===== src/verilog/fcpwm_regs.vh =====
// Register map, field positions and reset values of the PWM unit
//
// Function
// - Four 8-bit channels, two 16-bit, or one 16-bit plus two 8-bit.
// - Every channel owns a counter, a period value and a duty value.
// - Duty spans zero to full; left and center alignment both offered.
// - Writes while enabled wait in a buffer until rollover or disable.
// - Writes while disabled load buffer and active latch together.
// - Counter write clears counter and loads buffered period and duty.
// - Counters read back at any time without disturbing them.
// - Enabled channel owns its port pin; others stay general I/O.
// - Pairing 2 and 3: ch2 high byte, pin 2 out, ch3 clock select.
// - Pairing 0 and 1: ch0 high byte, pin 0 out, ch1 clock select.
// - Clocks A and B divide bus clock by two to field value.
// - Clock select bit picks A/B at 0, scaled S0/S1 at 1.
// - Changing clock select mid-waveform may give one odd pulse.
// - Polarity bits act in left-aligned mode only.
// - Polarity 0 starts low, rises on duty; polarity 1 the reverse.
// - Duty counts low time at polarity 0, high time at polarity 1.
// - Enable forces pin to output, direction bit left untouched.
// - Enable gates the selected clock into the channel.
// - Prescaler counter stops while all four channels are disabled.
// - Clock gating changes only on a clock edge, no partial pulses.
// - Waveform reaches pin at next cycle of the channel clock.
// - S0 is A over scale plus one, halved; S1 likewise from B.
// - Output changes state once counter passes duty (left) or reaches it (center).
// - Left period is channel clock times period plus one.
// - Center mode counts up and down, turning on period match.
`ifndef FCPWM_REGS_VH
`define FCPWM_REGS_VH
// Register indices; byte address is four times the index
`define FCPWM_IDX_CLK    7'h40
`define FCPWM_IDX_POL    7'h41
`define FCPWM_IDX_EN     7'h42
`define FCPWM_IDX_PRES   7'h43
`define FCPWM_IDX_SCAL0  7'h44
`define FCPWM_IDX_SCNT0  7'h45
`define FCPWM_IDX_SCAL1  7'h46
`define FCPWM_IDX_SCNT1  7'h47
`define FCPWM_IDX_CNT0   7'h48
`define FCPWM_IDX_PER0   7'h4c
`define FCPWM_IDX_DTY0   7'h50
`define FCPWM_IDX_CTL    7'h54
// Field positions in the clock register
`define FCPWM_PAIR_UP    7
`define FCPWM_PAIR_LO    6
`define FCPWM_DIVA_HI    5
`define FCPWM_DIVA_LO    3
`define FCPWM_DIVB_HI    2
`define FCPWM_DIVB_LO    0
// Field position in the control register
`define FCPWM_CENTER     3
// Reset values
`define FCPWM_RST_CLK    8'h00
`define FCPWM_RST_POL    8'h00
`define FCPWM_RST_EN     4'h0
`define FCPWM_RST_CTL    8'h00
`define FCPWM_RST_PER    8'hff
`define FCPWM_RST_DTY    8'hff
`define FCPWM_RST_SCAL   8'h00
`endif


===== src/verilog/fcpwm_unit.v =====
// Four-channel PWM unit with APB register access
`timescale 1ns/10ps
`default_nettype none
`include "fcpwm_regs.vh"

module fcpwm_unit #(
  parameter NCH = 4
) (
  // Clock and reset
  input  wire        clock,
  input  wire        reset,
  // APB slave
  input  wire        psel,
  input  wire        penable,
  input  wire        pwrite,
  input  wire [31:0] paddr,
  input  wire [31:0] pwdata,
  output wire        pready,
  output reg  [31:0] prdata,
  output reg         pslverr,
  // General-purpose port side
  input  wire [3:0]  gpioData,
  input  wire [3:0]  port_direction_bits,
  // Port pins
  output reg  [3:0]  pinOut,
  output wire [3:0]  pinOe
);

  // ==========================================================
  // Registers
  // ==========================================================
  reg  [7:0] clkReg_r;
  reg  [7:0] polReg_r;
  reg  [3:0] enReg_r;
  reg  [7:0] ctlReg_r;
  reg  [6:0] pres_r;
  reg  [7:0] scal0_r;
  reg  [7:0] scal1_r;
  reg  [7:0] scnt0_r;
  reg  [7:0] scnt1_r;
  reg        half0_r;
  reg        half1_r;
  reg  [7:0] cnt_r   [0:NCH-1];
  reg  [7:0] perB_r  [0:NCH-1];
  reg  [7:0] dtyB_r  [0:NCH-1];
  reg  [7:0] perA_r  [0:NCH-1];
  reg  [7:0] dtyA_r  [0:NCH-1];
  reg  [3:0] down_r;
  reg  [3:0] pwm_r;
  reg  [3:0] started_r;
  reg  [7:0] cnt_nxt  [0:NCH-1];
  reg  [7:0] perB_nxt [0:NCH-1];
  reg  [7:0] dtyB_nxt [0:NCH-1];
  reg  [7:0] perA_nxt [0:NCH-1];
  reg  [7:0] dtyA_nxt [0:NCH-1];
  reg  [3:0] down_nxt;
  reg  [3:0] pwm_nxt;
  reg  [3:0] started_nxt;

  // ==========================================================
  // Bus decode
  // ==========================================================
  wire [6:0] idx     = paddr[8:2];
  wire       mapped  = (idx >= `FCPWM_IDX_CLK) &&
                       (idx <= `FCPWM_IDX_CTL) &&
                       (paddr[31:9] == 23'h000000);
  wire       wrEn    = psel & penable & pwrite & mapped;
  wire       rdSetup = psel & ~penable;
  // Zero-wait slave: access phase always completes at once
  assign pready = penable;

  // ==========================================================
  // Configuration fields
  // ==========================================================
  wire [1:0] pairOn  = {clkReg_r[`FCPWM_PAIR_UP],
                        clkReg_r[`FCPWM_PAIR_LO]};
  wire [2:0] divA    = clkReg_r[`FCPWM_DIVA_HI:`FCPWM_DIVA_LO];
  wire [2:0] divB    = clkReg_r[`FCPWM_DIVB_HI:`FCPWM_DIVB_LO];
  wire [3:0] selBits = polReg_r[7:4];
  wire [3:0] polBits = polReg_r[3:0];
  wire       center  = ctlReg_r[`FCPWM_CENTER];
  wire       anyEn   = |enReg_r;
  // Slave channel of a pair gives up its pin and counter control
  wire [3:0] isSlave = {pairOn[1], 1'b0, pairOn[0], 1'b0};
  // Effective enable: a slave follows the enable of its lead
  wire [3:0] enEff   = {pairOn[1] ? enReg_r[2] : enReg_r[3],
                        enReg_r[2],
                        pairOn[0] ? enReg_r[0] : enReg_r[1],
                        enReg_r[0]};

  // ==========================================================
  // Prescaler and scalers
  // ==========================================================
  // Divide-by-two-to-the-n tick taken from the prescaler
  wire [6:0] maskA = (7'h01 << divA) - 7'h01;
  wire [6:0] maskB = (7'h01 << divB) - 7'h01;
  wire tickA = anyEn & ((pres_r & maskA) == maskA);
  wire tickB = anyEn & ((pres_r & maskB) == maskB);
  // Scaled tick every second reload of the down-counter
  wire s0Tick = tickA & (scnt0_r == 8'h00) & half0_r;
  wire s1Tick = tickB & (scnt1_r == 8'h00) & half1_r;
  // Prescaler runs only while a channel is enabled
  always @(posedge clock) begin
    if (reset) begin
      pres_r <= 7'h00;
    end else if (anyEn) begin
      pres_r <= pres_r + 7'h01;
    end
  end
  // Scale counters reload on a scale write or on reaching zero
  always @(posedge clock) begin
    if (reset) begin
      scnt0_r <= 8'h00;
      scnt1_r <= 8'h00;
      half0_r <= 1'b0;
      half1_r <= 1'b0;
    end else begin
      if (wrEn && idx == `FCPWM_IDX_SCAL0) begin
        scnt0_r <= pwdata[7:0];
      end else if (tickA) begin
        if (scnt0_r == 8'h00) begin
          scnt0_r <= scal0_r;
          half0_r <= ~half0_r;
        end else begin
          scnt0_r <= scnt0_r - 8'h01;
        end
      end
      if (wrEn && idx == `FCPWM_IDX_SCAL1) begin
        scnt1_r <= pwdata[7:0];
      end else if (tickB) begin
        if (scnt1_r == 8'h00) begin
          scnt1_r <= scal1_r;
          half1_r <= ~half1_r;
        end else begin
          scnt1_r <= scnt1_r - 8'h01;
        end
      end
    end
  end

  // ==========================================================
  // Channel clock gating
  // ==========================================================
  // Each channel sees its selected tick only while enabled; a pair
  // uses the select bit of its low-byte channel. Ticks are whole
  // clock-cycle pulses and the enable is a register, so gating
  // changes only on an edge. Switching the select mid-period may
  // shorten or stretch one pulse; that is accepted.
  wire [3:0] srcSel = {selBits[3], pairOn[1] ? selBits[3] : selBits[2],
                       selBits[1], pairOn[0] ? selBits[1] : selBits[0]};
  wire [3:0] chTick;
  assign chTick[0] = enEff[0] & (srcSel[0] ? s0Tick : tickA);
  assign chTick[1] = enEff[1] & (srcSel[1] ? s0Tick : tickA);
  assign chTick[2] = enEff[2] & (srcSel[2] ? s1Tick : tickB);
  assign chTick[3] = enEff[3] & (srcSel[3] ? s1Tick : tickB);

  // ==========================================================
  // Channel engines
  // ==========================================================
  integer    i;
  reg        wide;
  reg        cntWr;
  reg        roll;
  reg [15:0] c;
  reg [15:0] p;
  reg [15:0] d;
  reg        dn;
  reg        lvl;
  reg  [3:0] rollV;
  // Buffered values: a write always lands in the buffer
  always @* begin
    for (i = 0; i < NCH; i = i + 1) begin
      perB_nxt[i] = perB_r[i];
      dtyB_nxt[i] = dtyB_r[i];
      if (wrEn && idx == `FCPWM_IDX_PER0 + i) begin
        perB_nxt[i] = pwdata[7:0];
      end
      if (wrEn && idx == `FCPWM_IDX_DTY0 + i) begin
        dtyB_nxt[i] = pwdata[7:0];
      end
    end
  end
  // Counter, active latches and output level of each lead channel
  always @* begin
    wide  = 1'b0;
    cntWr = 1'b0;
    roll  = 1'b0;
    c     = 16'h0000;
    p     = 16'h0000;
    d     = 16'h0000;
    dn    = 1'b0;
    lvl   = 1'b0;
    rollV = 4'h0;
    down_nxt    = down_r;
    pwm_nxt     = pwm_r;
    started_nxt = started_r & enEff;
    for (i = 0; i < NCH; i = i + 1) begin
      cnt_nxt[i]  = cnt_r[i];
      perA_nxt[i] = perA_r[i];
      dtyA_nxt[i] = dtyA_r[i];
    end
    for (i = 0; i < NCH; i = i + 1) begin
      if (!isSlave[i]) begin
        // Pair view: even channel is the high byte
        wide  = (i % 2 == 0) && pairOn[i/2];
        cntWr = wrEn && (idx == `FCPWM_IDX_CNT0 + i);
        if (wide) begin
          c = {cnt_r[i], cnt_r[i+1]};
          p = {perA_r[i], perA_r[i+1]};
          d = {dtyA_r[i], dtyA_r[i+1]};
          cntWr = cntWr || (wrEn && idx == `FCPWM_IDX_CNT0 + i + 1);
        end else begin
          c = {8'h00, cnt_r[i]};
          p = {8'h00, perA_r[i]};
          d = {8'h00, dtyA_r[i]};
        end
        dn   = down_r[i];
        roll = 1'b0;
        if (cntWr) begin
          // Clear the count and take pending values now
          c    = 16'h0000;
          dn   = 1'b0;
          roll = 1'b1;
        end else if (chTick[i]) begin
          if (!center) begin
            if (c == p) begin
              c    = 16'h0000;
              roll = 1'b1;
            end else begin
              c = c + 16'h0001;
            end
          end else begin
            // Up/down count, turning at period and at zero
            if (!dn && c >= p) begin
              dn = (p != 16'h0000);
              c  = (p != 16'h0000) ? c - 16'h0001 : 16'h0000;
            end else if (dn && c == 16'h0000) begin
              dn   = 1'b0;
              c    = 16'h0001;
              roll = 1'b1;
            end else if (dn) begin
              c = c - 16'h0001;
            end else begin
              c = c + 16'h0001;
            end
          end
        end
        // Output: left mode starts from polarity, flips past duty match; center flips at match
        if (center) begin
          lvl = (c >= d);
        end else begin
          lvl = polBits[i] ^ (c > d);
        end
        if (chTick[i] || cntWr) begin
          pwm_nxt[i] = lvl;
        end
        if (chTick[i]) begin
          started_nxt[i] = 1'b1;
        end
        down_nxt[i] = dn;
        rollV[i]    = roll;
        if (wide) begin
          cnt_nxt[i]   = c[15:8];
          cnt_nxt[i+1] = c[7:0];
        end else begin
          cnt_nxt[i] = c[7:0];
        end
      end
    end
    // Active latch loads: disabled follows buffer, enabled waits
    for (i = 0; i < NCH; i = i + 1) begin
      if (!enEff[i]) begin
        perA_nxt[i] = perB_nxt[i];
        dtyA_nxt[i] = dtyB_nxt[i];
      end
    end
    for (i = 0; i < NCH; i = i + 1) begin
      if (!isSlave[i] && enEff[i] && rollV[i]) begin
        perA_nxt[i] = perB_nxt[i];
        dtyA_nxt[i] = dtyB_nxt[i];
        if ((i % 2 == 0) && pairOn[i/2]) begin
          perA_nxt[i+1] = perB_nxt[i+1];
          dtyA_nxt[i+1] = dtyB_nxt[i+1];
        end
      end
    end
  end

  // Channel state registers
  always @(posedge clock) begin
    if (reset) begin
      for (i = 0; i < NCH; i = i + 1) begin
        cnt_r[i]  <= 8'h00;
        perB_r[i] <= `FCPWM_RST_PER;
        dtyB_r[i] <= `FCPWM_RST_DTY;
        perA_r[i] <= `FCPWM_RST_PER;
        dtyA_r[i] <= `FCPWM_RST_DTY;
      end
      down_r    <= 4'h0;
      pwm_r     <= 4'h0;
      started_r <= 4'h0;
    end else begin
      for (i = 0; i < NCH; i = i + 1) begin
        cnt_r[i]  <= cnt_nxt[i];
        perB_r[i] <= perB_nxt[i];
        dtyB_r[i] <= dtyB_nxt[i];
        perA_r[i] <= perA_nxt[i];
        dtyA_r[i] <= dtyA_nxt[i];
      end
      down_r    <= down_nxt;
      pwm_r     <= pwm_nxt;
      started_r <= started_nxt;
    end
  end

  // ==========================================================
  // Control registers
  // ==========================================================
  always @(posedge clock) begin
    if (reset) begin
      clkReg_r <= `FCPWM_RST_CLK;
      polReg_r <= `FCPWM_RST_POL;
      enReg_r  <= `FCPWM_RST_EN;
      ctlReg_r <= `FCPWM_RST_CTL;
      scal0_r  <= `FCPWM_RST_SCAL;
      scal1_r  <= `FCPWM_RST_SCAL;
    end else if (wrEn) begin
      case (idx)
        `FCPWM_IDX_CLK:   clkReg_r <= pwdata[7:0];
        `FCPWM_IDX_POL:   polReg_r <= pwdata[7:0];
        `FCPWM_IDX_EN:    enReg_r  <= pwdata[3:0];
        `FCPWM_IDX_CTL:   ctlReg_r <= pwdata[7:0];
        `FCPWM_IDX_SCAL0: scal0_r  <= pwdata[7:0];
        `FCPWM_IDX_SCAL1: scal1_r  <= pwdata[7:0];
        default:          ;
      endcase
    end
  end

  // ==========================================================
  // Read path, captured in the setup cycle
  // ==========================================================
  reg [7:0] rdVal;
  always @* begin
    rdVal = 8'h00;
    case (idx)
      `FCPWM_IDX_CLK:   rdVal = clkReg_r;
      `FCPWM_IDX_POL:   rdVal = polReg_r;
      `FCPWM_IDX_EN:    rdVal = {4'h0, enReg_r};
      `FCPWM_IDX_PRES:  rdVal = {1'b0, pres_r};
      `FCPWM_IDX_SCAL0: rdVal = scal0_r;
      `FCPWM_IDX_SCNT0: rdVal = scnt0_r;
      `FCPWM_IDX_SCAL1: rdVal = scal1_r;
      `FCPWM_IDX_SCNT1: rdVal = scnt1_r;
      `FCPWM_IDX_CTL:   rdVal = ctlReg_r;
      default: begin
        if (idx >= `FCPWM_IDX_CNT0 && idx < `FCPWM_IDX_PER0) begin
          rdVal = cnt_r[idx[1:0]];
        end else if (idx >= `FCPWM_IDX_PER0 &&
                     idx < `FCPWM_IDX_DTY0) begin
          rdVal = perB_r[idx[1:0]];
        end else if (idx >= `FCPWM_IDX_DTY0 &&
                     idx < `FCPWM_IDX_CTL) begin
          rdVal = dtyB_r[idx[1:0]];
        end
      end
    endcase
  end

  // Read data and error response registered for the access phase
  always @(posedge clock) begin
    if (reset) begin
      prdata  <= 32'h00000000;
      pslverr <= 1'b0;
    end else if (rdSetup) begin
      prdata  <= (pwrite | ~mapped) ? 32'h00000000 : {24'h000000, rdVal};
      pslverr <= ~mapped;
    end
  end

  // ==========================================================
  // Pin takeover
  // ==========================================================
  // Enabled lead channels force the pin to output
  wire [3:0] owns = enEff & ~isSlave;
  assign pinOe = owns | port_direction_bits;

  // Pin level registered; waveform only after first channel tick
  always @(posedge clock) begin
    if (reset) begin
      pinOut <= 4'h0;
    end else begin
      pinOut <= (owns & started_nxt & pwm_nxt) |
                (~(owns & started_nxt) & gpioData);
    end
  end

endmodule // fcpwm_unit
`default_nettype wire


===== config.mk =====
export PLATFORM = sky130hd
export DESIGN_NAME = fcpwm_unit
export DESIGN_NICKNAME = d
export VERILOG_FILES = /design/src/verilog/fcpwm_unit.v
export VERILOG_INCLUDE_DIRS = /design/src /design/src/verilog
export SDC_FILE = /design/constraint.sdc
export NUM_CORES = 1
export LEC_CHECK = 0
export BUFFER_PORTS_ARGS = -buffer_cell sky130_fd_sc_hd__buf_2
export CAP_MARGIN = 20
export CELL_PAD_IN_SITES_DETAIL_PLACEMENT = 1
export CELL_PAD_IN_SITES_GLOBAL_PLACEMENT = 1
export CORE_MARGIN = 3
export CORE_UTILIZATION = 50
export DETAILED_ROUTE_END_ITERATION = 10
export MAX_ROUTING_LAYER = met4
export PLACE_DENSITY = 0.95
export SYNTH_ARGS = -nofsm -noshare
export SYNTH_HDL_FRONTEND = slang
export SYNTH_SLANG_ARGS = --single-unit

===== constraint.sdc =====
create_clock -name clock -period 16.2 [get_ports clock]
set_input_delay 3.24 -clock clock [delete_from_list [all_inputs] [get_ports clock]]
set_output_delay 3.24 -clock clock [all_outputs]
set_load 0.05 [all_outputs]

==> impl_metrics.json, run 1 <==
{
  "port_buffers": 68,
  "post_cts_resized": 0,
  "fmax_mhz": 118,
  "clkTransAtPathRegs_ps": 60,
  "cts_tree": "done",
  "synth_commonest_cells": "nand2_1 (344), dfxtp_1 (254), nor2_1 (182)",
  "post_cts_buffers": 0,
  "vias_per_cell": 7.10,
  "avgSynthCellArea_um2": 7.87,
  "hold_buffers": 0,
  "status": "finished clean",
  "synthCells": 2350,
  "rsz0062_at_grt": "false",
  "antenna_left": 0,
  "timing.hold.ws_ps": 471,
  "leakage_nw": 8.11,
  "muxShareOfSynthArea_pct": 13.2,
  "clockBufferDepth": 3,
  "synth_edf_count": 0,
  "grt_pass1_vias": 20500,
  "vias": 20000,
  "p_sw_mw": 0.369,
  "p_int_mw": 1.06,
  "ys_seq_area_share_pct": 27.5,
  "combPwrFrac_pct": 4.8,
  "power_mw": 1.43,
  "slew_viol_final": 0,
  "yosysWarnings": 0,
  "synth_top_flop_cell": "dfxtp_1",
  "startpoint": "paddr[2]",
  "setup_tns_ps": 0,
  "reg2reg_slack_ps": 8720,
  "synth_top_area_share_pct": 27.5,
  "pin_count": 119,
  "synthTopCellsByArea": "dfxtp_1 (28%), ha_1 (7.4%), mux2i_1 (7.1%), nand2_1 (7.0%), a21oi_1 (4.5%)",
  "seqPwrFrac_pct": 43.8,
  "critPathCapture": "pinOut[2]$_SDFF_PP0_",
  "drt_pass1_iterations": 6,
  "synthArstFlopShare_pct": 0,
  "start_util_pct": 51.4,
  "crit_chain": "buf_2, buf_4, a21boi_0, and4b_1, and4_1, or4_1, a21oi_1, nand2_1, nand2_1, a21oi_1, o21ai_0, ha_1, a21o_1, a21o_1, a21o_1, a211oi_1, o21ai_0, nand4_1, o311ai_0, o2bb2a_1, a211oi_1",
  "gr-usage-all-layers_pct": 39.6,
  "clkPwrFrac_pct": 51.4,
  "cp-start-kind": "input pin",
  "worstSkewPairLatency_ps": 610,
  "fin_crit_sh_pct": 52.5,
  "synth_seq_cells": 254,
  "grt_overflow": 0,
  "nets": 2519,
  "fin_crit_ps": 8510,
  "path_max_fanout": 46,
  "synthDistinctLibCells": 104,
  "route.detailed.drc": 0,
  "synth_compound_area_share_pct": 20.3,
  "skew_ps": 37.4,
  "drt_iter0_markers": 2374,
  "chipHeight_um": 198,
  "synth.most_common_cell": "nand2_1",
  "root_buffer": "clkbuf_16",
  "htreeDepth": 1,
  "tightestPinTransition_ps": 1230,
  "slowest_stage": "or4_1",
  "grt_pass1_wl_mm": 119,
  "max_slew_margin_pct": 17.9,
  "drive_gt1_share_pct": 11.7,
  "synth.cell_area_um2": 18500,
  "clock-sinks": 254,
  "num-fill-cells": 4384,
  "final-setup-viol-count": 0,
  "rows": 69,
  "powerDensity_nw_per_um2": 71.5,
  "synth_top_cell_by_area": "dfxtp_1",
  "die_area_um2": 39300,
  "yosys.area_share.simple_pct": 23.5,
  "synthXorXnorAreaFrac_pct": 1.56,
  "endpoint_kind": "flop",
  "antenna_found_initial": 2,
  "syn2layout_area_growth_pct": 8.05,
  "hold_viol_final": 0,
  "critPathArrivalTime_ps": 9010,
  "synth_fa_ha_area_share_pct": 7.44,
  "peakVddDrop_mv": 0.0799,
  "grt_max_degree": 106,
  "hold_class": "reg -> reg",
  "hold_start": "ctlReg_r[4]$_SDFFE_PP0P_",
  "coreArea_um2": 36000,
  "switching_share_pct": 25.8,
  "worstSetupPathType": "in -> reg",
  "rr_worst_depth": 19,
  "worstReg2RegStart": "clkReg_r[6]$_SDFFE_PP0P_",
  "r2r_end": "pinOut[0]$_SDFF_PP0_",
  "drv_cap": 0,
  "synth_top_family_by_area": "simple AND/OR/NAND/NOR gates",
  "wire_per_inst_um": 27.9,
  "cp.required_ps": 16710,
  "die_w_um": 198,
  "routabilityCongestion": 1.02,
  "routed_wl_mm": 78.6,
  "cpPeakStageDelay_ps": 610,
  "cts-buffers-inserted": 30,
  "dp_hpwl_mm": 54.2,
  "crit_top_cell": "a21o_1"
}
cells by family (layout without fill, tap and decap cells):
family          after synthesis  in the layout
compound gates              575            575
xor+xnor                     33             33
fa+ha+maj                   110            110
buf+inv                     268            250
flops                       254            254
mux                         208            208
other cells                   1             27
simple gates                901            901
routing by layer:
layer	global-route usage (%)	routed length, um	up-vias
met4	24.2	6380	0
met5	-	0	-
met2	61.8	34700	1409
li1	-	-	8490
met1	46.3	28900	9632
met3	9.31	8630	492
power groups by stage:
stage	Combinational [mW]	Sequential [mW]	Clock, mW
after CTS	0.0654	0.625	0.732
after global routing	0.0701	0.625	0.758
after detailed placement	0.0643	0.639	0
after floorplan	0.0457	0.642	0
after global placement	0.0626	0.639	0
final	0.0683	0.625	0.735
worst max-delay path: cells and delay by family:
family | cells | cell delay [ps]
buffers and inverters | 2 | 670
and+or+nand+nor | 6 | 1610
adders and majority gates | 1 | 310
AOI/OAI and AO/OA | 12 | 3100
cells in the final DEF (no fill, tap or decap), types with 27 or more instances in the layout:
cell and instances:
a21oi_1 164, a22oi_1 28, a31oi_1 30, buf_2 68, buf_4 27, clkbuf_16 30
dfxtp_1 251, ha_1 110, inv_1 96, mux2_2 52, mux2i_1 131, nand2_1 344
nand2b_1 32, nand3_1 67, nand4_1 39, nor2_1 182, nor3_1 56, o21ai_0 120
o22ai_1 30
registers in the layout (all words and copies together), names as in the netlist, 7 cells and up:
register	count
scal0_r	8
clkReg_r	8
perB_r	32
scal1_r	8
scnt1_r	8
pres_r	7
perA_r	32
dtyB_r	32
scnt0_r	8
dtyA_r	32
prdata	8
ctlReg_r	8
cnt_r	32
polReg_r	8
per-stage QoR:
step | util (%) | std cells | setup WS (ps) | instance area, um^2
2_1_floorplan | - | 2373 | 8660 | 18600
3_3_place_gp | 52.4 | 2756 | 7700 | 18900
3_5_place_dp | 52.4 | 2757 | 7490 | 18900
4_1_cts | 55.4 | 2812 | 7800 | 19900
5_1_grt | 55.5 | 2818 | 7340 | 20000
6_report | 55.5 | 2819 | 7690 | 20000
worst min path at each step:
stage	depth (start not counted)	end	slack, ps
floorplan	2	ctlReg_r[7]$_SDFFE_PP0P_	440
global placement	2	ctlReg_r[2]$_SDFFE_PP0P_	440
detailed placement	2	ctlReg_r[1]$_SDFFE_PP0P_	450
CTS	2	ctlReg_r[4]$_SDFFE_PP0P_	470
global route	2	ctlReg_r[1]$_SDFFE_PP0P_	480
finish	2	ctlReg_r[4]$_SDFFE_PP0P_	470
area by class of cell:
type                            instances  area, um^2  share of cell area, %
Antenna cell                            3        7.51                 0.0376
Clock buffer                           35         800                   4.00
Inverter                               98         369                   1.85
Clock inverter                         20         250                   1.25
Multi-Input combinational cell       1851       12300                   61.6
Sequential cell                       254        5090                   25.5
Timing Repair Buffer                   97         573                   2.87
Tap cell                              461         577                   2.89
(Power assumes the default switching activity.)
==> inputs of run 2 (changes only) <==
--- a/config.mk
+++ b/config.mk
@@ -11,10 +11,10 @@
 export CELL_PAD_IN_SITES_DETAIL_PLACEMENT = 1
 export CELL_PAD_IN_SITES_GLOBAL_PLACEMENT = 1
 export CORE_MARGIN = 3
-export CORE_UTILIZATION = 50
+export CORE_UTILIZATION = 42
 export DETAILED_ROUTE_END_ITERATION = 10
 export MAX_ROUTING_LAYER = met4
-export PLACE_DENSITY = 0.95
+export PLACE_DENSITY = 0.89
 export SYNTH_ARGS = -nofsm -noshare
 export SYNTH_HDL_FRONTEND = slang
 export SYNTH_SLANG_ARGS = --single-unit
==> constraint.sdc (replaced) <==
create_clock -name clock -period 7.2 [get_ports clock]
set_input_delay 1.44 -clock clock [delete_from_list [all_inputs] [get_ports clock]]
set_output_delay 1.44 -clock clock [all_outputs]
set_load 0.05 [all_outputs]
==> run 2 against run 1 <==
Against the previous run: utilization down 8.9 points; via count down 4.1%; largest cell class unchanged; wire length down 4.2%; critical endpoint unchanged.
==> impl_metrics.json, run 2 (synthesized netlist as in run 1, its figures left out) <==
{
  "chipHeight_um": 216,
  "final_cell_mix": "nand2_1 (344), dfxtp_1 (251), nor2_1 (182), a21oi_1 (164), mux2i_1 (131)",
  "routabilityCongestion": 0.955,
  "post_cts_buffers": 0,
  "fmax_mhz": 154,
  "route.detailed.drc": 0,
  "powerDensity_nw_per_um2": 151,
  "path_max_fanout": 37,
  "post_cts_resized": 0,
  "nets": 2538,
  "final-setup-viol-count": 0,
  "die_w_um": 216,
  "worstReg2RegStart": "clkReg_r[7]$_SDFFE_PP0P_",
  "syn2layout_area_growth_pct": 8.99,
  "skew_ps": 13.5,
  "hold_buffers": 0,
  "r2r_end": "pinOut[2]$_SDFF_PP0_",
  "max_slew_margin_pct": 28.3,
  "routed_wl_mm": 75.3,
  "dp_hpwl_mm": 55.6,
  "vias_per_cell": 6.49,
  "rows": 76,
  "root_buffer": "clkbuf_16",
  "cp-start-kind": "flop",
  "critPathArrivalTime_ps": 6900,
  "endpoint_kind": "flop",
  "fin_area_um2": 20200,
  "crit_chain": "buf_4, mux2i_1, ha_1, nor4bb_1, o22ai_1, nand4bb_1, a22o_1, a21o_1, nand3_1, o221ai_1, o21ai_0, inv_1, ha_1, or3_1, o21ai_0, a21oi_1, o41a_1, a211o_1, o311ai_0, o2bb2a_1, a211oi_1",
  "grt_max_degree": 69,
  "crit_cells": 21,
  "cts_tree": "done",
  "clock-sinks": 254,
  "holdPathStages": 2,
  "antenna_found_initial": 1,
  "worst_hold_path.endpoint": "ctlReg_r[7]$_SDFFE_PP0P_",
  "leakage_nw": 8.15,
  "fin_crit_ps": 6470,
  "hold_class": "reg -> reg",
  "cp_top_family": "compound AO/OA/AOI/OAI gates",
  "setup_tns_ps": 0,
  "slew_viol_final": 0,
  "drv_cap": 0,
  "port_buffers": 68,
  "worstSkewPairLatency_ps": 580,
  "slowest_stage": "dfxtp_2",
  "tightestPinTransition_ps": 1080,
  "path_buf_inv": 2,
  "peakVddDrop_mv": 0.144,
  "wire_per_inst_um": 25.5,
  "clockBufferDepth": 3,
  "worstSetupPathType": "reg -> reg",
  "grt_pass1_wl_mm": 116,
  "multi_input_area_um2": 12300,
  "drt_pass1_iterations": 6,
  "cts-buffers-inserted": 29,
  "hold_viol_final": 0,
  "cpPeakStageDelay_ps": 810,
  "status": "finished clean",
  "clkTransAtPathRegs_ps": 60,
  "antenna_left": 0,
  "layout_commonest_cell": "nand2_1",
  "drt_iter0_markers": 2022,
  "placed_area_um2": 19200,
  "pin_count": 119,
  "coreArea_um2": 43300,
  "gr-usage-all-layers_pct": 32.1,
  "die_area_um2": 46600,
  "drive_gt1_share_pct": 12.2,
  "grt_overflow": 0,
  "htreeDepth": 1,
  "regArea_um2": 5090,
  "vias": 19200,
  "grt_pass1_vias": 20000,
  "rr_worst_depth": 21,
  "num-fill-cells": 5313,
  "fin_crit_sh_pct": 89.9,
  "rsz0062_at_grt": "false",
  "hold_start": "ctlReg_r[7]$_SDFFE_PP0P_",
  "cp.required_ps": 7620,
  "reg2reg_slack_ps": 730,
  "start_util_pct": 42.7
}
run 2: where the power goes:
part	leakage [nW]	switching, mW	internal [mW]	total (mW)
Clock	0.459	0.652	0.836	1.49
Sequential	2.05	0.000479	1.41	1.41
Combinational	5.64	0.123	0.0307	0.154
Total	8.15	0.775	2.27	3.05
run 2: worst max path at each step:
stage	end	slack, ps	from
4_1_cts	pinOut[2]$_SDFF_PP0_	890	clkReg_r[7]$_SDFFE_PP0P_
3_3_place_gp	pinOut[2]$_SDFF_PP0_	1050	paddr[24]
2_1_floorplan	pinOut[2]$_SDFF_PP0_	530	clkReg_r[7]$_SDFFE_PP0P_
5_1_grt	pinOut[2]$_SDFF_PP0_	350	clkReg_r[7]$_SDFFE_PP0P_
6_report	pinOut[2]$_SDFF_PP0_	730	clkReg_r[7]$_SDFFE_PP0P_
3_5_place_dp	pinOut[2]$_SDFF_PP0_	910	clkReg_r[7]$_SDFFE_PP0P_
run 2: area by class of cell:
class | instances | area share [%]
Clock buffer | 34 | 3.79
Tap cell | 585 | 3.63
Timing Repair Buffer | 117 | 3.53
Antenna cell | 2 | 0.0248
Sequential cell | 254 | 25.3
Inverter | 98 | 1.83
Clock inverter | 16 | 0.820
Multi-Input combinational cell | 1851 | 61.1
run 2: routing by layer:
| metal | track usage (%) | share of wire (%) | vias up |
|---|---|---|---|
| met4 | 13.3 | 5.0 | 0 |
| met3 | 5.67 | 9.0 | 251 |
| met2 | 51.8 | 46 | 967 |
| met5 | - | 0 | - |
| li1 | - | - | 8503 |
| met1 | 39.7 | 40 | 9472 |
run 2: per-stage QoR:
stage          util, %  hold WS, ps  total power [mW]  instances  worst slack [ps]
3_3_place_gp      44.4          443              1.58       2904              1050
2_1_floorplan        -          436              1.55       2373               530
4_1_cts           46.5          463              3.05       2954               889
3_5_place_dp      44.4          454              1.59       2904               912
6_report          46.6          466              3.05       2957               725
5_1_grt           46.6          498              3.12       2957               355
run 2: tightest hold or removal path, cell delays in order, from the launching register on:
cell     delay, ps
dfxtp_1        310
nand2_1         50
a21oi_1         60
==> inputs of run 3 (changes only) <==
--- a/config.mk
+++ b/config.mk
@@ -11,10 +11,11 @@
 export CELL_PAD_IN_SITES_DETAIL_PLACEMENT = 1
 export CELL_PAD_IN_SITES_GLOBAL_PLACEMENT = 1
 export CORE_MARGIN = 3
-export CORE_UTILIZATION = 42
+export CORE_UTILIZATION = 48
+export CTS_BUF_LIST = sky130_fd_sc_hd__clkbuf_4 sky130_fd_sc_hd__clkbuf_8
 export DETAILED_ROUTE_END_ITERATION = 10
 export MAX_ROUTING_LAYER = met4
-export PLACE_DENSITY = 0.89
+export PLACE_DENSITY = 0.95
 export SYNTH_ARGS = -nofsm -noshare
 export SYNTH_HDL_FRONTEND = slang
 export SYNTH_SLANG_ARGS = --single-unit
==> constraint.sdc (replaced) <==
create_clock -name clock -period 6.4 [get_ports clock]
set_input_delay 1.28 -clock clock [delete_from_list [all_inputs] [get_ports clock]]
set_output_delay 1.28 -clock clock [all_outputs]
set_load 0.05 [all_outputs]
==> run 3 against run 2 <==
Against the previous run: global-route usage rose by 5.4 points; wire length rose by 2.8%; sequential cell count did not move; cell count fell by 0.95%; register-to-register slack got worse by 450 ps; die area fell by 12%.
==> impl_metrics.json, run 3 (synthesized netlist as in run 1, its figures left out) <==
{
  "status": "finished clean",
  "vias": 19900,
  "hold_class": "reg -> reg",
  "gr-usage-all-layers_pct": 37.5,
  "top_layer": "met4",
  "fin_crit_sh_pct": 95.7,
  "port_buffers": 68,
  "worstSetupPathType": "reg -> reg",
  "powerDensity_nw_per_um2": 170,
  "wl_met2_mm": 34.7,
  "power_mw": 3.44,
  "post_cts_buffers": 0,
  "start_util_pct": 48.9,
  "nets": 2572,
  "antenna_found_initial": 3,
  "leakage_nw": 8.29,
  "fin_cells": 2929,
  "worstSkewPairLatency_ps": 600,
  "wl_met3_mm": 7.95,
  "final-setup-viol-count": 0,
  "rsz0062_at_grt": "false",
  "tightestPinTransition_ps": 1110,
  "htreeDepth": 2,
  "rows": 71,
  "antenna_left": 0,
  "drive_gt1_share_pct": 13.9,
  "setup_tns_ps": 0,
  "cts_tree": "done",
  "grt_overflow": 0,
  "cts-buffers-inserted": 46,
  "grt_max_degree": 91,
  "root_buffer": "clkbuf_8",
  "hold_buffers": 0,
  "clock-sinks": 254,
  "path_buf_inv": 1,
  "die_w_um": 202,
  "path_max_fanout": 26,
  "drt_iter0_markers": 2304,
  "wire_per_inst_um": 26.4,
  "peakVddDrop_mv": 0.198,
  "skew_ps": 29.9,
  "fmax_mhz": 163,
  "cpPeakStageDelay_ps": 730,
  "critPathArrivalTime_ps": 6640,
  "clockBufferDepth": 3,
  "pin_count": 119,
  "final_cell_mix": "nand2_1 (344), dfxtp_1 (252), nor2_1 (182), a21oi_1 (164), mux2i_1 (131)",
  "fin_crit_ps": 6120,
  "met1_length_mm": 29.8,
  "coreArea_um2": 37800,
  "dp_hpwl_mm": 56.5,
  "dp_cells": 2844,
  "crit_top_cell": "o21ai_0",
  "fin_util_pct": 53.5,
  "slew_viol_final": 0,
  "post_cts_resized": 0,
  "hold_viol_final": 0,
  "max_slew_margin_pct": 25.5,
  "chipHeight_um": 202,
  "endpoint_kind": "flop",
  "syn2layout_area_growth_pct": 9.52,
  "grt_pass1_vias": 20600,
  "drt_pass1_iterations": 6,
  "layout_commonest_cell": "nand2_1",
  "vias_per_cell": 6.78,
  "die_area_um2": 40900,
  "crit_chain": "mux2i_1, ha_1, nor4b_1, o21ai_0, buf_4, nor3_1, mux2i_1, o21ai_0, nor2_1, o221a_2, o21ai_0, nand2_1, ha_1, nand4_1, nor3_1, nand2b_1, nor2_1, nor3_1, o21ai_0, and4_1, a21oi_1, a211oi_1",
  "cp_top_family": "simple AND/OR/NAND/NOR gates",
  "routed_wl_mm": 77.4,
  "slowest_stage": "dfxtp_2",
  "grt_pass1_wl_mm": 119,
  "cp.required_ps": 6910,
  "drv_cap": 0,
  "cp-start-kind": "flop",
  "routabilityCongestion": 1.01,
  "route.detailed.drc": 0,
  "clkTransAtPathRegs_ps": 60
}
run 3: changes by cell type in the layout (fill, tap and decap cells not counted), moves of 2 or more:
cell and change:
buf_4 +15, clkbuf_1 -3, clkbuf_16 -29, clkbuf_4 +15, clkbuf_8 +53, clkinv_2 -3
clkinv_4 -4, diode_2 +3, inv_6 -2
run 3: worst reg2reg max path, cell delays in order, from the launching register on:
cell and delay (ps):
dfxtp_2 730, mux2i_1 480, ha_1 280, nor4b_1 380
o21ai_0 160, buf_4 180, nor3_1 530, mux2i_1 190
o21ai_0 210, nor2_1 80, o221a_2 300, o21ai_0 530
nand2_1 190, ha_1 350, nand4_1 120, nor3_1 320
nand2b_1 150, nor2_1 130, nor3_1 60, o21ai_0 90
and4_1 260, a21oi_1 70, a211oi_1 270
run 3: power breakdown:
part / switching [mW] / internal, mW / total (mW) / leakage (nW)
Combinational: 0.140 / 0.0355 / 0.175 / 5.74
Sequential: 0.000510 / 1.58 / 1.58 / 2.05
Clock: 0.739 / 0.940 / 1.68 / 0.505
Total: 0.879 / 2.56 / 3.44 / 8.29
run 3: area by class of cell:
| cell class | instances | area (um^2) |
|---|---|---|
| antenna | 5 | 12.5 |
| inverter | 98 | 369 |
| sequential | 254 | 5090 |
| clock inverter | 6 | 86.3 |
| fill | 4683 | 17600 |
| clock buffer | 70 | 870 |
| multi-input combinational | 1851 | 12300 |
| tap | 511 | 639 |
| timing repair buffer | 134 | 866 |
run 3: layer usage:
layer | vias to the layer above | GRT usage [%]
met4 | 0 | 20.5
met2 | 1246 | 58.6
li1 | 8582 | -
met3 | 364 | 8.44
met5 | - | -
met1 | 9681 | 45.0
run 3: stage by stage:
step | cell area, um^2 | worst slack [ps] | hold slack [ps]
after CTS | 20200 | 467 | 467
after floorplan | 18600 | 68.0 | 436
final | 20300 | 278 | 469
after global placement | 19200 | 362 | 443
after global routing | 20200 | 29.3 | 479
after detailed placement | 19200 | 332 | 456
run 3: path summary, 6_finish.rpt:
kind / start / endpoint / slack, ps / cells after the start
worst min-delay path: ctlReg_r[1]$_SDFFE_PP0P_ / ctlReg_r[1]$_SDFFE_PP0P_ / 470 / 2
worst max register to register: clkReg_r[6]$_SDFFE_PP0P_ / pinOut[0]$_SDFF_PP0_ / 280 / 22
worst min register to register: ctlReg_r[1]$_SDFFE_PP0P_ / ctlReg_r[1]$_SDFFE_PP0P_ / 470 / 2
worst max-delay path: clkReg_r[6]$_SDFFE_PP0P_ / pinOut[0]$_SDFF_PP0_ / 280 / 22
